$ cat src/glue_pkg.sv
// Shared constants and types for the adapter processor glue and its processor end
package glue_pkg;
	localparam int ADDR_W = 20;
	localparam int DATA_W = 8;
	localparam int UART_COUNT = 4;
	localparam int UART_OFF_W = 7;
	localparam int DP_AW_ISA = 14;
	localparam int DP_AW_ISA_LARGE = 18;
	localparam int DP_AW_EISA = 15;
	localparam int RAM_AW = 16;
	localparam logic [19:0] LOWER_TOP = 20'h0ffff;
	localparam logic [19:0] DP_BASE_ISA = 20'h80000;
	localparam logic [19:0] DP_BASE_OTHER = 20'h40000;
	localparam logic [19:0] UART_BASE_ISA = 20'h90000;
	localparam logic [19:0] UART_BASE_EISA = 20'h48000;
	localparam logic [19:0] UART_BASE_ALT = 20'h44000;
	localparam logic [19:0] UART_SPAN = 20'h00400;
	localparam logic [15:0] ACK_BASE_DEFAULT = 16'h0800;
	localparam logic [2:0] UART_RECEIVE_ACK = 3'h0;
	localparam logic [2:0] UART_TRANSMIT_ACK = 3'h2;
	localparam logic [2:0] UART_MODEM_ACK = 3'h4;
	localparam logic [15:0] ISA_READY_SIGNAL = 16'h0400;
	localparam logic [15:0] EISA_READY_SIGNAL = 16'h0400;
	localparam logic [15:0] ISA_HOST_INTERRUPT = 16'h0480;
	localparam logic [15:0] EISA_HOST_INTERRUPT = 16'h0480;
	localparam int IRQ_DATA_BIT = 0;
	localparam int IRQ_EN_N_BIT = 1;
	localparam logic [1:0] IRQ_REG_DOWNLOAD = 2'h3;
	localparam logic [7:0] IRQ_PULSE_LOW = 8'h00;
	localparam logic [7:0] IRQ_PULSE_HIGH = 8'h03;
	localparam int CLK_MHZ = 50;
	localparam int HOST_RESET_MIN_NS = 500;
	localparam int HOST_RESET_CYC = (HOST_RESET_MIN_NS * CLK_MHZ + 999) / 1000;
	localparam int INT_WAIT = 2;
	localparam int CFG_LOWER_EN = 0;
	localparam int CFG_MID_EN = 1;
	localparam int CFG_PERIPH_EN = 2;
	localparam int CFG_MID_EXT_RDY = 3;
	localparam int CFG_PERIPH_EXT_RDY = 4;
	typedef enum logic [1:0] {
		VAR_ISA = 2'b00,
		VAR_ISA_LARGE = 2'b01,
		VAR_EISA = 2'b10
	} variant_t;
	typedef enum logic [1:0] {
		SRC_NONE = 2'b00,
		SRC_RAM = 2'b01,
		SRC_DP = 2'b10,
		SRC_UART = 2'b11
	} src_t;
	typedef enum logic [1:0] {
		G_IDLE = 2'b00,
		G_STROBE = 2'b01,
		G_DONE = 2'b10,
		G_RELEASE = 2'b11
	} glue_state_t;
	typedef enum logic [2:0] {
		CMD_MEM_RD = 3'b000,
		CMD_MEM_WR = 3'b001,
		CMD_IO_RD = 3'b010,
		CMD_IO_WR = 3'b011,
		CMD_CFG = 3'b100,
		CMD_HOST_INT = 3'b101
	} cmd_t;
	typedef enum logic [0:0] {
		P_IDLE = 1'b0,
		P_ACCESS = 1'b1
	} proc_state_t;
endpackage

$ cat src/glue_if.sv
// Processor bus between the board glue logic and the embedded processor
`timescale 1ns/1ns
interface glue_if;
	logic [19:0] addr;
	logic [7:0] wdata;
	logic [7:0] rdata;
	logic mem_rd;
	logic mem_wr;
	logic io_rd;
	logic io_wr;
	logic lower_mem_select_n;
	logic dual_port_select_n;
	logic uart_bank_select_n;
	logic ack_peripheral_select_n;
	logic ext_ready;
	logic cpu_hold;
	logic rx_irq_input;
	logic tx_irq_input;
	logic modem_irq_input;
	modport device (
		input addr, wdata, mem_rd, mem_wr, io_rd, io_wr,
		input lower_mem_select_n, dual_port_select_n, uart_bank_select_n,
		input ack_peripheral_select_n,
		output rdata, ext_ready, cpu_hold, rx_irq_input, tx_irq_input, modem_irq_input
	);
	modport proc (
		output addr, wdata, mem_rd, mem_wr, io_rd, io_wr,
		output lower_mem_select_n, dual_port_select_n, uart_bank_select_n,
		output ack_peripheral_select_n,
		input rdata, ext_ready, cpu_hold, rx_irq_input, tx_irq_input, modem_irq_input
	);
endinterface

$ cat src/glue_device.sv
// Board glue: selects, board-to-host I/O registers and UART acknowledge cycles
`timescale 1ns/1ns
// Operation
// - Local RAM: host in download, processor otherwise
// - Processor enables lower select after reset
// - Dual-port RAM on first mid select
// - Mid select external ready, fixed base
// - UARTs only on second mid select
// - Four UARTs at 100H spacing
// - UART registers byte-wide on even addresses
// - ISA write 400H sets program ready
// - ISA bit0 low-high edge latches host interrupt
// - ISA bit1 low enables host interrupt
// - Processor writes 00H then 03H
// - EISA write 400H sets board ready
// - EISA write 480H posts host interrupt
// - Receive, transmit, modem interrupts to inputs 0-2
// - Acknowledge reads at offsets 0, 2, 4
// - Acknowledge cycles end through external ready
// - Host leaves download to release processor
// - Host reset holds processor at least 500ns
module glue_device
	import glue_pkg::*;
#(
	parameter glue_pkg::variant_t VARIANT = glue_pkg::VAR_ISA
) (
	input wire logic clk,
	input wire logic rstn,
	input wire logic ce,
	glue_if.device bus,
	input wire logic download_pin,
	input wire logic host_reset_pin,
	input wire logic host_irq_clear_pin,
	input wire logic rx_irq_pin,
	input wire logic tx_irq_pin,
	input wire logic modem_irq_pin,
	input wire logic [7:0] ram_rdata,
	input wire logic [7:0] dp_rdata,
	input wire logic [7:0] uart_rdata,
	output logic ram_cpu_en,
	output logic ram_host_en,
	output logic ram_we,
	output logic [15:0] ram_addr,
	output logic dp_en,
	output logic dp_we,
	output logic [17:0] dp_addr,
	output logic [3:0] uart_cs,
	output logic uart_rd,
	output logic uart_wr,
	output logic [6:0] uart_off,
	output logic [2:0] uart_ack,
	output logic [7:0] wdata_out,
	output logic program_ready,
	output logic host_irq
);
	import glue_pkg::*;

	localparam int NPIN = 6;
	localparam int DP_AW = (VARIANT == VAR_EISA) ? DP_AW_EISA :
		(VARIANT == VAR_ISA_LARGE) ? DP_AW_ISA_LARGE : DP_AW_ISA;
	localparam logic [4:0] HOLD_LOAD = 5'(HOST_RESET_CYC);

	logic [NPIN-1:0] pin_meta_r;
	logic [NPIN-1:0] pin_s_r;
	logic download_s, host_reset_s, irq_clear_s;
	logic dl_prev_r;
	logic [4:0] hold_cnt_r;
	logic cpu_hold_r;
	glue_state_t state_r;
	src_t src_r;
	logic ext_r;
	logic ready_r;
	logic [7:0] rdata_r;
	logic [1:0] irq_reg_r;
	logic ready_flag_r;
	logic host_irq_r;
	logic any_strobe, mem_acc, start;
	logic io_wr_start, hit_ready, hit_int;

	wire [NPIN-1:0] pins = {modem_irq_pin, tx_irq_pin, rx_irq_pin,
		host_irq_clear_pin, host_reset_pin, download_pin};

	// Every pin is foreign to clk: two stages before anything looks at it
	genvar gi;
	generate
		for (gi = 0; gi < NPIN; gi++) begin : g_sync
			always_ff @(posedge clk or negedge rstn) begin
				if (!rstn) begin
					pin_meta_r[gi] <= 1'b0;
					pin_s_r[gi] <= 1'b0;
				end else if (ce) begin
					pin_meta_r[gi] <= pins[gi];
					pin_s_r[gi] <= pin_meta_r[gi];
				end
			end
		end
	endgenerate

	assign download_s = pin_s_r[0];
	assign host_reset_s = pin_s_r[1];
	assign irq_clear_s = pin_s_r[2];

	// Stretch the host reset so the processor sees the full minimum hold
	always_ff @(posedge clk or negedge rstn) begin
		if (!rstn) begin
			hold_cnt_r <= 5'h00;
			cpu_hold_r <= 1'b1;
			dl_prev_r <= 1'b0;
		end else if (ce) begin
			dl_prev_r <= download_s;
			if (host_reset_s)
				hold_cnt_r <= HOLD_LOAD;
			else if (hold_cnt_r != 5'h00)
				hold_cnt_r <= hold_cnt_r - 5'h01;
			cpu_hold_r <= download_s | host_reset_s | (hold_cnt_r > 5'h01);
		end
	end

	assign any_strobe = bus.mem_rd | bus.mem_wr | bus.io_rd | bus.io_wr;
	assign mem_acc = bus.mem_rd | bus.mem_wr;
	assign start = (state_r == G_IDLE) && any_strobe && !cpu_hold_r;
	assign io_wr_start = start && bus.io_wr;
	assign hit_ready = io_wr_start && (bus.addr[15:0] == ((VARIANT == VAR_EISA) ?
		EISA_READY_SIGNAL : ISA_READY_SIGNAL));
	assign hit_int = io_wr_start && (bus.addr[15:0] == ((VARIANT == VAR_EISA) ?
		EISA_HOST_INTERRUPT : ISA_HOST_INTERRUPT));

	// Access sequencer: every bus cycle takes the same three edges
	always_ff @(posedge clk or negedge rstn) begin
		if (!rstn) begin
			state_r <= G_IDLE;
			src_r <= SRC_NONE;
			ext_r <= 1'b0;
			ready_r <= 1'b0;
			rdata_r <= 8'h00;
			ram_cpu_en <= 1'b0;
			ram_we <= 1'b0;
			ram_addr <= 16'h0000;
			dp_en <= 1'b0;
			dp_we <= 1'b0;
			dp_addr <= 18'h00000;
			uart_cs <= 4'h0;
			uart_rd <= 1'b0;
			uart_wr <= 1'b0;
			uart_off <= 7'h00;
			uart_ack <= 3'h0;
			wdata_out <= 8'h00;
		end else if (ce) begin
			if (cpu_hold_r) begin
				state_r <= G_IDLE;
				ready_r <= 1'b0;
				ram_cpu_en <= 1'b0;
				dp_en <= 1'b0;
				uart_cs <= 4'h0;
				uart_rd <= 1'b0;
				uart_wr <= 1'b0;
				uart_ack <= 3'h0;
			end else begin
				case (state_r)
					G_IDLE: begin
						if (start) begin
							state_r <= G_STROBE;
							src_r <= SRC_NONE;
							ext_r <= 1'b1;
							wdata_out <= bus.wdata;
							if (!bus.lower_mem_select_n && mem_acc && !download_s) begin
								src_r <= SRC_RAM;
								ext_r <= 1'b0;
								ram_cpu_en <= 1'b1;
								ram_we <= bus.mem_wr;
								ram_addr <= bus.addr[RAM_AW-1:0];
							end else if (!bus.dual_port_select_n && mem_acc) begin
								src_r <= SRC_DP;
								dp_en <= 1'b1;
								dp_we <= bus.mem_wr;
								dp_addr <= 18'(bus.addr[DP_AW-1:0]);
							end else if (!bus.uart_bank_select_n && mem_acc) begin
								src_r <= SRC_UART;
								// Odd addresses miss the byte lane, so they reach no UART
								if (!bus.addr[0]) begin
									uart_cs[bus.addr[9:8]] <= 1'b1;
									uart_rd <= bus.mem_rd;
									uart_wr <= bus.mem_wr;
								end
								uart_off <= bus.addr[7:1];
							end else if (!bus.ack_peripheral_select_n && bus.io_rd) begin
								src_r <= SRC_UART;
								case (bus.addr[2:0])
									UART_RECEIVE_ACK: uart_ack <= 3'b001;
									UART_TRANSMIT_ACK: uart_ack <= 3'b010;
									UART_MODEM_ACK: uart_ack <= 3'b100;
									default: src_r <= SRC_NONE;
								endcase
							end
						end
					end
					G_STROBE: begin
						case (src_r)
							SRC_RAM: rdata_r <= ram_rdata;
							SRC_DP: rdata_r <= dp_rdata;
							SRC_UART: rdata_r <= uart_rdata;
							default: rdata_r <= 8'h00;
						endcase
						ready_r <= ext_r;
						ram_cpu_en <= 1'b0;
						dp_en <= 1'b0;
						uart_cs <= 4'h0;
						uart_rd <= 1'b0;
						uart_wr <= 1'b0;
						uart_ack <= 3'h0;
						state_r <= G_DONE;
					end
					G_DONE: begin
						ready_r <= 1'b0;
						state_r <= G_RELEASE;
					end
					G_RELEASE: begin
						if (!any_strobe)
							state_r <= G_IDLE;
					end
					default: state_r <= G_IDLE;
				endcase
			end
		end
	end

	// Board-to-host registers; a set always beats a same-cycle clear
	always_ff @(posedge clk or negedge rstn) begin
		if (!rstn) begin
			irq_reg_r <= IRQ_REG_DOWNLOAD;
			ready_flag_r <= 1'b0;
			host_irq_r <= 1'b0;
		end else if (ce) begin
			if (VARIANT == VAR_EISA) begin
				if (hit_ready)
					ready_flag_r <= 1'b1;
				else if (download_s || host_reset_s)
					ready_flag_r <= 1'b0;
				if (hit_int)
					host_irq_r <= 1'b1;
				else if (irq_clear_s)
					host_irq_r <= 1'b0;
			end else begin
				if (hit_ready)
					ready_flag_r <= 1'b1;
				else if (download_s && !dl_prev_r)
					ready_flag_r <= 1'b0;
				if (download_s)
					irq_reg_r <= IRQ_REG_DOWNLOAD;
				else if (hit_int)
					irq_reg_r <= bus.wdata[1:0];
				// Edge counts only if the enable was already low before the rising write
				if (hit_int && bus.wdata[IRQ_DATA_BIT] && !irq_reg_r[IRQ_DATA_BIT] &&
					!irq_reg_r[IRQ_EN_N_BIT])
					host_irq_r <= 1'b1;
				else if (irq_clear_s)
					host_irq_r <= 1'b0;
			end
		end
	end

	always_ff @(posedge clk or negedge rstn) begin
		if (!rstn) begin
			ram_host_en <= 1'b0;
			program_ready <= 1'b0;
			host_irq <= 1'b0;
			bus.rx_irq_input <= 1'b0;
			bus.tx_irq_input <= 1'b0;
			bus.modem_irq_input <= 1'b0;
		end else if (ce) begin
			ram_host_en <= download_s;
			program_ready <= ready_flag_r;
			host_irq <= host_irq_r;
			bus.rx_irq_input <= pin_s_r[3];
			bus.tx_irq_input <= pin_s_r[4];
			bus.modem_irq_input <= pin_s_r[5];
		end
	end

	assign bus.rdata = rdata_r;
	assign bus.ext_ready = ready_r;
	assign bus.cpu_hold = cpu_hold_r;
endmodule // glue_device

$ cat src/flat_wrapper.sv
// flat-port wrapper written by rule: the top's interface ports become plain ports
module glue_device_flat import glue_pkg::*;
#(
	parameter glue_pkg::variant_t VARIANT = glue_pkg::VAR_ISA
)
  (clk, rstn, ce, download_pin, host_reset_pin, host_irq_clear_pin, rx_irq_pin, tx_irq_pin, modem_irq_pin, ram_rdata, dp_rdata, uart_rdata, ram_cpu_en, ram_host_en, ram_we, ram_addr, dp_en, dp_we, dp_addr, uart_cs, uart_rd, uart_wr, uart_off, uart_ack, wdata_out, program_ready, host_irq, bus_addr, bus_wdata, bus_mem_rd, bus_mem_wr, bus_io_rd, bus_io_wr, bus_lower_mem_select_n, bus_dual_port_select_n, bus_uart_bank_select_n, bus_ack_peripheral_select_n, bus_rdata, bus_ext_ready, bus_cpu_hold, bus_rx_irq_input, bus_tx_irq_input, bus_modem_irq_input);
  glue_if bus_i ();
  input wire logic clk;
  input wire logic rstn;
  input wire logic ce;
  input wire logic download_pin;
  input wire logic host_reset_pin;
  input wire logic host_irq_clear_pin;
  input wire logic rx_irq_pin;
  input wire logic tx_irq_pin;
  input wire logic modem_irq_pin;
  input wire logic [7:0] ram_rdata;
  input wire logic [7:0] dp_rdata;
  input wire logic [7:0] uart_rdata;
  output logic ram_cpu_en;
  output logic ram_host_en;
  output logic ram_we;
  output logic [15:0] ram_addr;
  output logic dp_en;
  output logic dp_we;
  output logic [17:0] dp_addr;
  output logic [3:0] uart_cs;
  output logic uart_rd;
  output logic uart_wr;
  output logic [6:0] uart_off;
  output logic [2:0] uart_ack;
  output logic [7:0] wdata_out;
  output logic program_ready;
  output logic host_irq;
  input wire logic [$bits(bus_i.addr)-1:0] bus_addr;
  input wire logic [$bits(bus_i.wdata)-1:0] bus_wdata;
  input wire logic [$bits(bus_i.mem_rd)-1:0] bus_mem_rd;
  input wire logic [$bits(bus_i.mem_wr)-1:0] bus_mem_wr;
  input wire logic [$bits(bus_i.io_rd)-1:0] bus_io_rd;
  input wire logic [$bits(bus_i.io_wr)-1:0] bus_io_wr;
  input wire logic [$bits(bus_i.lower_mem_select_n)-1:0] bus_lower_mem_select_n;
  input wire logic [$bits(bus_i.dual_port_select_n)-1:0] bus_dual_port_select_n;
  input wire logic [$bits(bus_i.uart_bank_select_n)-1:0] bus_uart_bank_select_n;
  input wire logic [$bits(bus_i.ack_peripheral_select_n)-1:0] bus_ack_peripheral_select_n;
  output wire logic [$bits(bus_i.rdata)-1:0] bus_rdata;
  output wire logic [$bits(bus_i.ext_ready)-1:0] bus_ext_ready;
  output wire logic [$bits(bus_i.cpu_hold)-1:0] bus_cpu_hold;
  output wire logic [$bits(bus_i.rx_irq_input)-1:0] bus_rx_irq_input;
  output wire logic [$bits(bus_i.tx_irq_input)-1:0] bus_tx_irq_input;
  output wire logic [$bits(bus_i.modem_irq_input)-1:0] bus_modem_irq_input;
  assign bus_i.addr = bus_addr;
  assign bus_i.wdata = bus_wdata;
  assign bus_i.mem_rd = bus_mem_rd;
  assign bus_i.mem_wr = bus_mem_wr;
  assign bus_i.io_rd = bus_io_rd;
  assign bus_i.io_wr = bus_io_wr;
  assign bus_i.lower_mem_select_n = bus_lower_mem_select_n;
  assign bus_i.dual_port_select_n = bus_dual_port_select_n;
  assign bus_i.uart_bank_select_n = bus_uart_bank_select_n;
  assign bus_i.ack_peripheral_select_n = bus_ack_peripheral_select_n;
  assign bus_rdata = bus_i.rdata;
  assign bus_ext_ready = bus_i.ext_ready;
  assign bus_cpu_hold = bus_i.cpu_hold;
  assign bus_rx_irq_input = bus_i.rx_irq_input;
  assign bus_tx_irq_input = bus_i.tx_irq_input;
  assign bus_modem_irq_input = bus_i.modem_irq_input;
  glue_device #(.VARIANT(VARIANT)) u_core (.clk(clk), .rstn(rstn), .ce(ce), .bus(bus_i), .download_pin(download_pin), .host_reset_pin(host_reset_pin), .host_irq_clear_pin(host_irq_clear_pin), .rx_irq_pin(rx_irq_pin), .tx_irq_pin(tx_irq_pin), .modem_irq_pin(modem_irq_pin), .ram_rdata(ram_rdata), .dp_rdata(dp_rdata), .uart_rdata(uart_rdata), .ram_cpu_en(ram_cpu_en), .ram_host_en(ram_host_en), .ram_we(ram_we), .ram_addr(ram_addr), .dp_en(dp_en), .dp_we(dp_we), .dp_addr(dp_addr), .uart_cs(uart_cs), .uart_rd(uart_rd), .uart_wr(uart_wr), .uart_off(uart_off), .uart_ack(uart_ack), .wdata_out(wdata_out), .program_ready(program_ready), .host_irq(host_irq));
endmodule
$ cat config.mk
export PLATFORM = sky130hd
export DESIGN_NAME = glue_device_flat
export DESIGN_NICKNAME = d
export VERILOG_FILES = /design/src/glue_pkg.sv /design/src/glue_if.sv /design/src/glue_device.sv /design/src/flat_wrapper.sv
export SDC_FILE = /design/constraint.sdc
export NUM_CORES = 1
export LEC_CHECK = 0
export BUFFER_PORTS_ARGS = -buffer_cell sky130_fd_sc_hd__buf_2
export CAP_MARGIN = 40
export CORE_MARGIN = 2
export CORE_UTILIZATION = 40
export CTS_BUF_LIST = sky130_fd_sc_hd__clkbuf_4
export DETAILED_ROUTE_END_ITERATION = 10
export PLACE_DENSITY_LB_ADDON = 0.25
export SYNTH_ARGS = -nofsm -noshare
export SYNTH_HDL_FRONTEND = slang
export SYNTH_SLANG_ARGS = --single-unit
$ cat constraint.sdc
create_clock -name clk -period 2.3 [get_ports clk]
set_clock_uncertainty 0.15 [all_clocks]
set_input_delay 0.46 -clock clk [delete_from_list [all_inputs] [get_ports clk]]
set_output_delay 0.46 -clock clk [all_outputs]
set_load 0.01 [all_outputs]
After elaboration in Yosys (flattened, before gate mapping)
Cells that the tools add are included.

Bits in registers: 100. Input port bits: 69.

Add/subtract/negate cells: 1. Order comparisons: 3. Equality and inequality tests: 21. Multiplexer cells: 61. Bitwise operators: 9. Reductions and logical operators: 49.

Operator list (count): equality test 16 x 11 -> 1 bit, second input constant (2); inequality test 3 x 2 -> 1 bit, second input constant (9); two-way mux 1 bit (26); two-way mux 4 bit (6); case mux 8 bit (3 select lines) (1); two-way mux 2 bit (10); two-way mux 3 bit (6); logical AND 1 bit (15); AND reduction 7 bit (2); two-way mux 5 bit (2); case mux 1 bit (2 select lines) (5); AND reduction 2 bit (5); AND reduction 5 bit (2); logical NOT 1 bit (9); case mux 3 bit (3 select lines) (1); equality test 2 bit, second input constant (4); case mux 2 bit (4 select lines) (1); case mux 4 bit (2 select lines) (1); AND reduction 4 bit (2); AND reduction 8 bit (1); nonzero test 2 bit (4); case mux 3 bit (2 select lines) (1); AND reduction 3 bit (2); AND reduction 6 bit (1); other kinds (18) (26).

Longest topological paths before layout
Depth in word-level cells: 12. Depth in mapped cells: 8. Depth with buffers taken out: 6.

Worst setup path before layout
OpenSTA, ideal clock, no wires.

Path kind: reg-to-reg. Start point: register u_core.state_r[0]. End point: register u_core.uart_off[2]. Library setup time: 0.125 ns. Arrival time: 2.079 ns. Required time: 2.025 ns. Path slack: -0.054 ns. Stages on the path, launching flop included: 8. Buffers on the path: 1. Clock period less this slack: 2.354 ns. Path through: dfrtp_1 > inv_1 > ha_1 > nand2_2 > or3_1 > buf_2 > nor4_4 > mux2_2.

Word-level cells in the longest chain between the ends: 4.

Ends and longest elaborated chain: start, declared (line glue_device.sv:69) `glue_state_t state_r;`; start signal, assigned (line glue_device.sv:131) `state_r <= G_IDLE;`; start signal, assigned (line glue_device.sv:150) `state_r <= G_IDLE;`; start signal, assigned (line glue_device.sv:162) `state_r <= G_STROBE;`; logical NOT 2 bit (*) (line glue_device.sv:121, glue_device.sv:159); logical AND 1 bit (2 in a row) (line glue_device.sv:121) `assign start = (state_r == G_IDLE) && any_strobe && !cpu_hold_r;`; AND reduction 7 bit (no line) (*); end signal, assigned (line glue_device.sv:185) `uart_off <= bus.addr[7:1];`; end, declared (line glue_device.sv:50) `output logic [6:0] uart_off,`.

Every way passes the cells marked *; elsewhere a longest branch is shown, timed or not. A chain may end at the register's enable or synchronous reset.

Final worst setup path
Start point: register u_core.state_r[0]. End point: register u_core.irq_reg_r[0].

Word-level cells in the longest chain between the ends: 7.

Ends and longest elaborated chain: logical NOT 2 bit (line glue_device.sv:121); logical AND 1 bit (2 in a row) (line glue_device.sv:121); logical AND 1 bit (line glue_device.sv:122) `assign io_wr_start = start && bus.io_wr;`; logical AND 1 bit (line glue_device.sv:125) `assign hit_int = io_wr_start && (bus.addr[15:0] == ((VARIANT == VAR_EISA) ?`; nonzero test 2 bit (no line); AND reduction 2 bit (no line); end signal, assigned (line glue_device.sv:251) `irq_reg_r <= bus.wdata[1:0];`; end, declared (line glue_device.sv:74) `logic [1:0] irq_reg_r;`.

No other way between the ends.

==> run summary <==
max_cap viols: 0
Leak: 2.95 nW
Post-synth top cells: 97 x dfrtp_1, 57 x mux2_2, 46 x nand2_1
EDFF count, synth: 0
Synth area leader: dfrtp_1
Port Buffers: 138
post-DP HPWL: 7980 µm
Post-Synthesis Cells: 385
Fmax achieved: 0.450 GHz
CP max FO: 13
H-tree levels: 3
final WL: 10700 µm
vias in the first global route: 3544
Crit Path Category: reg2reg
top cells by area, synth: dfrtp_1 54%, mux2_2 14%, nand2_1 3.9%
outcome: finished clean
Non-Filler Instances: 692
yosys warns: 0
final core utilization: 52.1%
# setup viols final: 0
worst path required time: 2.53 ns
worst skew pair latency: 0.44 ns
GRT overflow: 0
Synth top area share: 54.3%
#FFs+latches synth: 100
Antenna Nets Post-Route: 0
Cell Pwr Density: 714 nW/µm²
boundary pin count: 147
FFs w/ async S/R, synth: 100%
first-pass GRT wire length: 17100 µm
initial antenna violation count: 0
post-route minimum period: 2.22 ns
RSZ-0062 raised after global routing: no
Worst Setup SP: u_core.state_r[0]$_DFFE_PN0P_
1st-pass router iterations: 4
Worst-Margin Slew: 0.610 ns
Main synth FF type: dfrtp_1
clk root buf: clkbuf_4
First DRT Iteration DRCs: 170
CTS Buffer Depth: 2
pin count of the biggest net entering global routing: 54
vias per cell: 5.03
Clk pin slew, worst setup/hold paths: 0.15 ns
# clock sinks: 100
Layout area overhead: 27.0%
Core ar.: 10900 µm²
post-synthesis sequential area ratio: 56.1%
die width: 110 µm
crit start category: flop
layout cell share with drive strength beyond 1: 46.0%
Setup crit end kind: flop
Hold/Removal Path Class: in2reg
num rows: 38
final worst path period share: 96.6%
Initial Util: 41.0%
Tot GR Track Use: 18.6%
Ant. Diodes: 0
Cell Area, Synth: 4470 µm²
hold_sp: bus_wdata[7]
max-slew violations: 0
Die Y: 110 µm
vias post-DR: 3483
DRC Markers: 0
post-DR wirelength/cell: 15.4 µm
final hold vios: 0
Placer Congestion: 0.769
Worst R2R Start: u_core.state_r[0]$_DFFE_PN0P_
Cell Count Post-Placement: 673
CTS tree: yes
Max rail drop VDD: 333 µV
nets: 623
Die ar.: 12000 µm²
synth unique cells: 50
most common cell in the netlist: dfrtp_1
clock buffer count from CTS: 9
Avg Synthesized Cell Area: 11.6 µm²
slew margin rel.: 59.3%
Worst Path Arrival: 2.46 ns
[final timing paths]
kind | slack [ns] | cells after the start | to
setup / recovery | 0.08 | 7 | u_core.irq_reg_r[0]$_DFFE_PN1P_
hold / removal | 0.05 | 3 | u_core.wdata_out[7]$_DFFE_PN0P_
setup reg to reg | 0.08 | 7 | u_core.irq_reg_r[0]$_DFFE_PN1P_
hold reg to reg | 0.34 | 2 | u_core.wdata_out[0]$_DFFE_PN0P_
max in group asynchronous | 1.08 | 3 | u_core.wdata_out[6]$_DFFE_PN0P_
min in group asynchronous | 0.32 | 2 | u_core.state_r[0]$_DFFE_PN0P_
[stage by stage]
stage / TNS, ns / cell area, µm² / setup slack, ns / power (W) / hold slack, ns
floorplan: 0 / 4490 / 0.000613 / 0.00273 / 0.0144
global placement: -0.187 / 5480 / -0.0124 / 0.00311 / 0.267
detailed placement: -0.923 / 5490 / -0.0672 / 0.00316 / 0.273
CTS: 0 / 5670 / 0.0722 / 0.00411 / 0.0231
global route: 0 / 5680 / 0.0117 / 0.00435 / 0.0252
finish: 0 / 5680 / 0.0791 / 0.00405 / 0.0547
[registers in the layout, summed over array words and instances, names as in the netlist, 2 cells and up]
signal             count
u_core.uart_off        7
u_core.bus.rdata       8
u_core.pin_meta_r      6
u_core.src_r           2
u_core.wdata_out       8
u_core.irq_reg_r       2
u_core.ram_addr       16
u_core.pin_s_r         3
u_core.uart_cs         4
u_core.dp_addr        14
u_core.state_r         2
u_core.hold_cnt_r      5
u_core.uart_ack        3
[report_power, final]
group          total [W]  internal, W  switching, W
Clock           0.000942     0.000361      0.000581
Sequential       0.00213      0.00200      0.000138
Combinational   0.000979     0.000458      0.000521
Total            0.00405      0.00281       0.00124
[routing by layer]
| metal | vias up | track usage (%) | wire length, µm |
|---|---|---|---|
| met5 | - | 0 | 0 |
| met4 | 0 | 5.52 | 123 |
| met3 | 13 | 5.87 | 822 |
| met2 | 118 | 31.7 | 5170 |
| met1 | 1679 | 22.6 | 4530 |
| li1 | 1673 | - | - |
[repair_timing]
| item | 4_1_cts | 5_1_grt |
|---|---|---|
| endpoints found under the hold margin | 25 | 0 |
| resized for setup | 1 | 1 |
| pin swaps | 1 | 0 |
| setup buffers | 2 | 0 |
| endpoints found under the setup margin | 19 | 1 |
| hold buffers | 1 | 0 |
[placed cells by master, fill, tap and decap left out, types with 6 or more instances in the layout]
master,instances
buf_2,138
dfrtp_1,97
mux2i_1,11
a21oi_1,17
inv_1,11
nor2_1,24
buf_4,25
mux2_2,57
clkbuf_4,11
ha_1,6
nand2_1,46
o21ai_0,18
[critical path, stage by stage, from the launching register on]
cell and delay (ns):
dfrtp_1 0.41, inv_2 0.10, ha_4 0.14, nand2_2 0.05
or3_4 0.40, buf_4 0.21, or3_1 0.39, a211o_1 0.30
[final cells by class]
cell class	count	area, µm²
fillers	1024	5210
clock buffers	11	82.6
flip-flops and latches	100	2510
clock inverters	5	60.1
repair buffers	168	960
multi-input cells	254	1840
inverters	14	52.6
well taps	140	175
[cells by family after synthesis]
family / after synthesis / synth area share [%]
AO/OA/AOI/OAI: 70 / 10.1
multiplexers: 68 / 16.8
buffers and inverters: 34 / 3.39
other: 1 / 0.0839
flip-flops: 100 / 56.1
AND/OR/NAND/NOR: 104 / 11.4
XOR/XNOR: 1 / 0.196
adder cells (fa/ha/maj): 7 / 1.96
No activity file was read; power rests on OpenSTA's default activity.
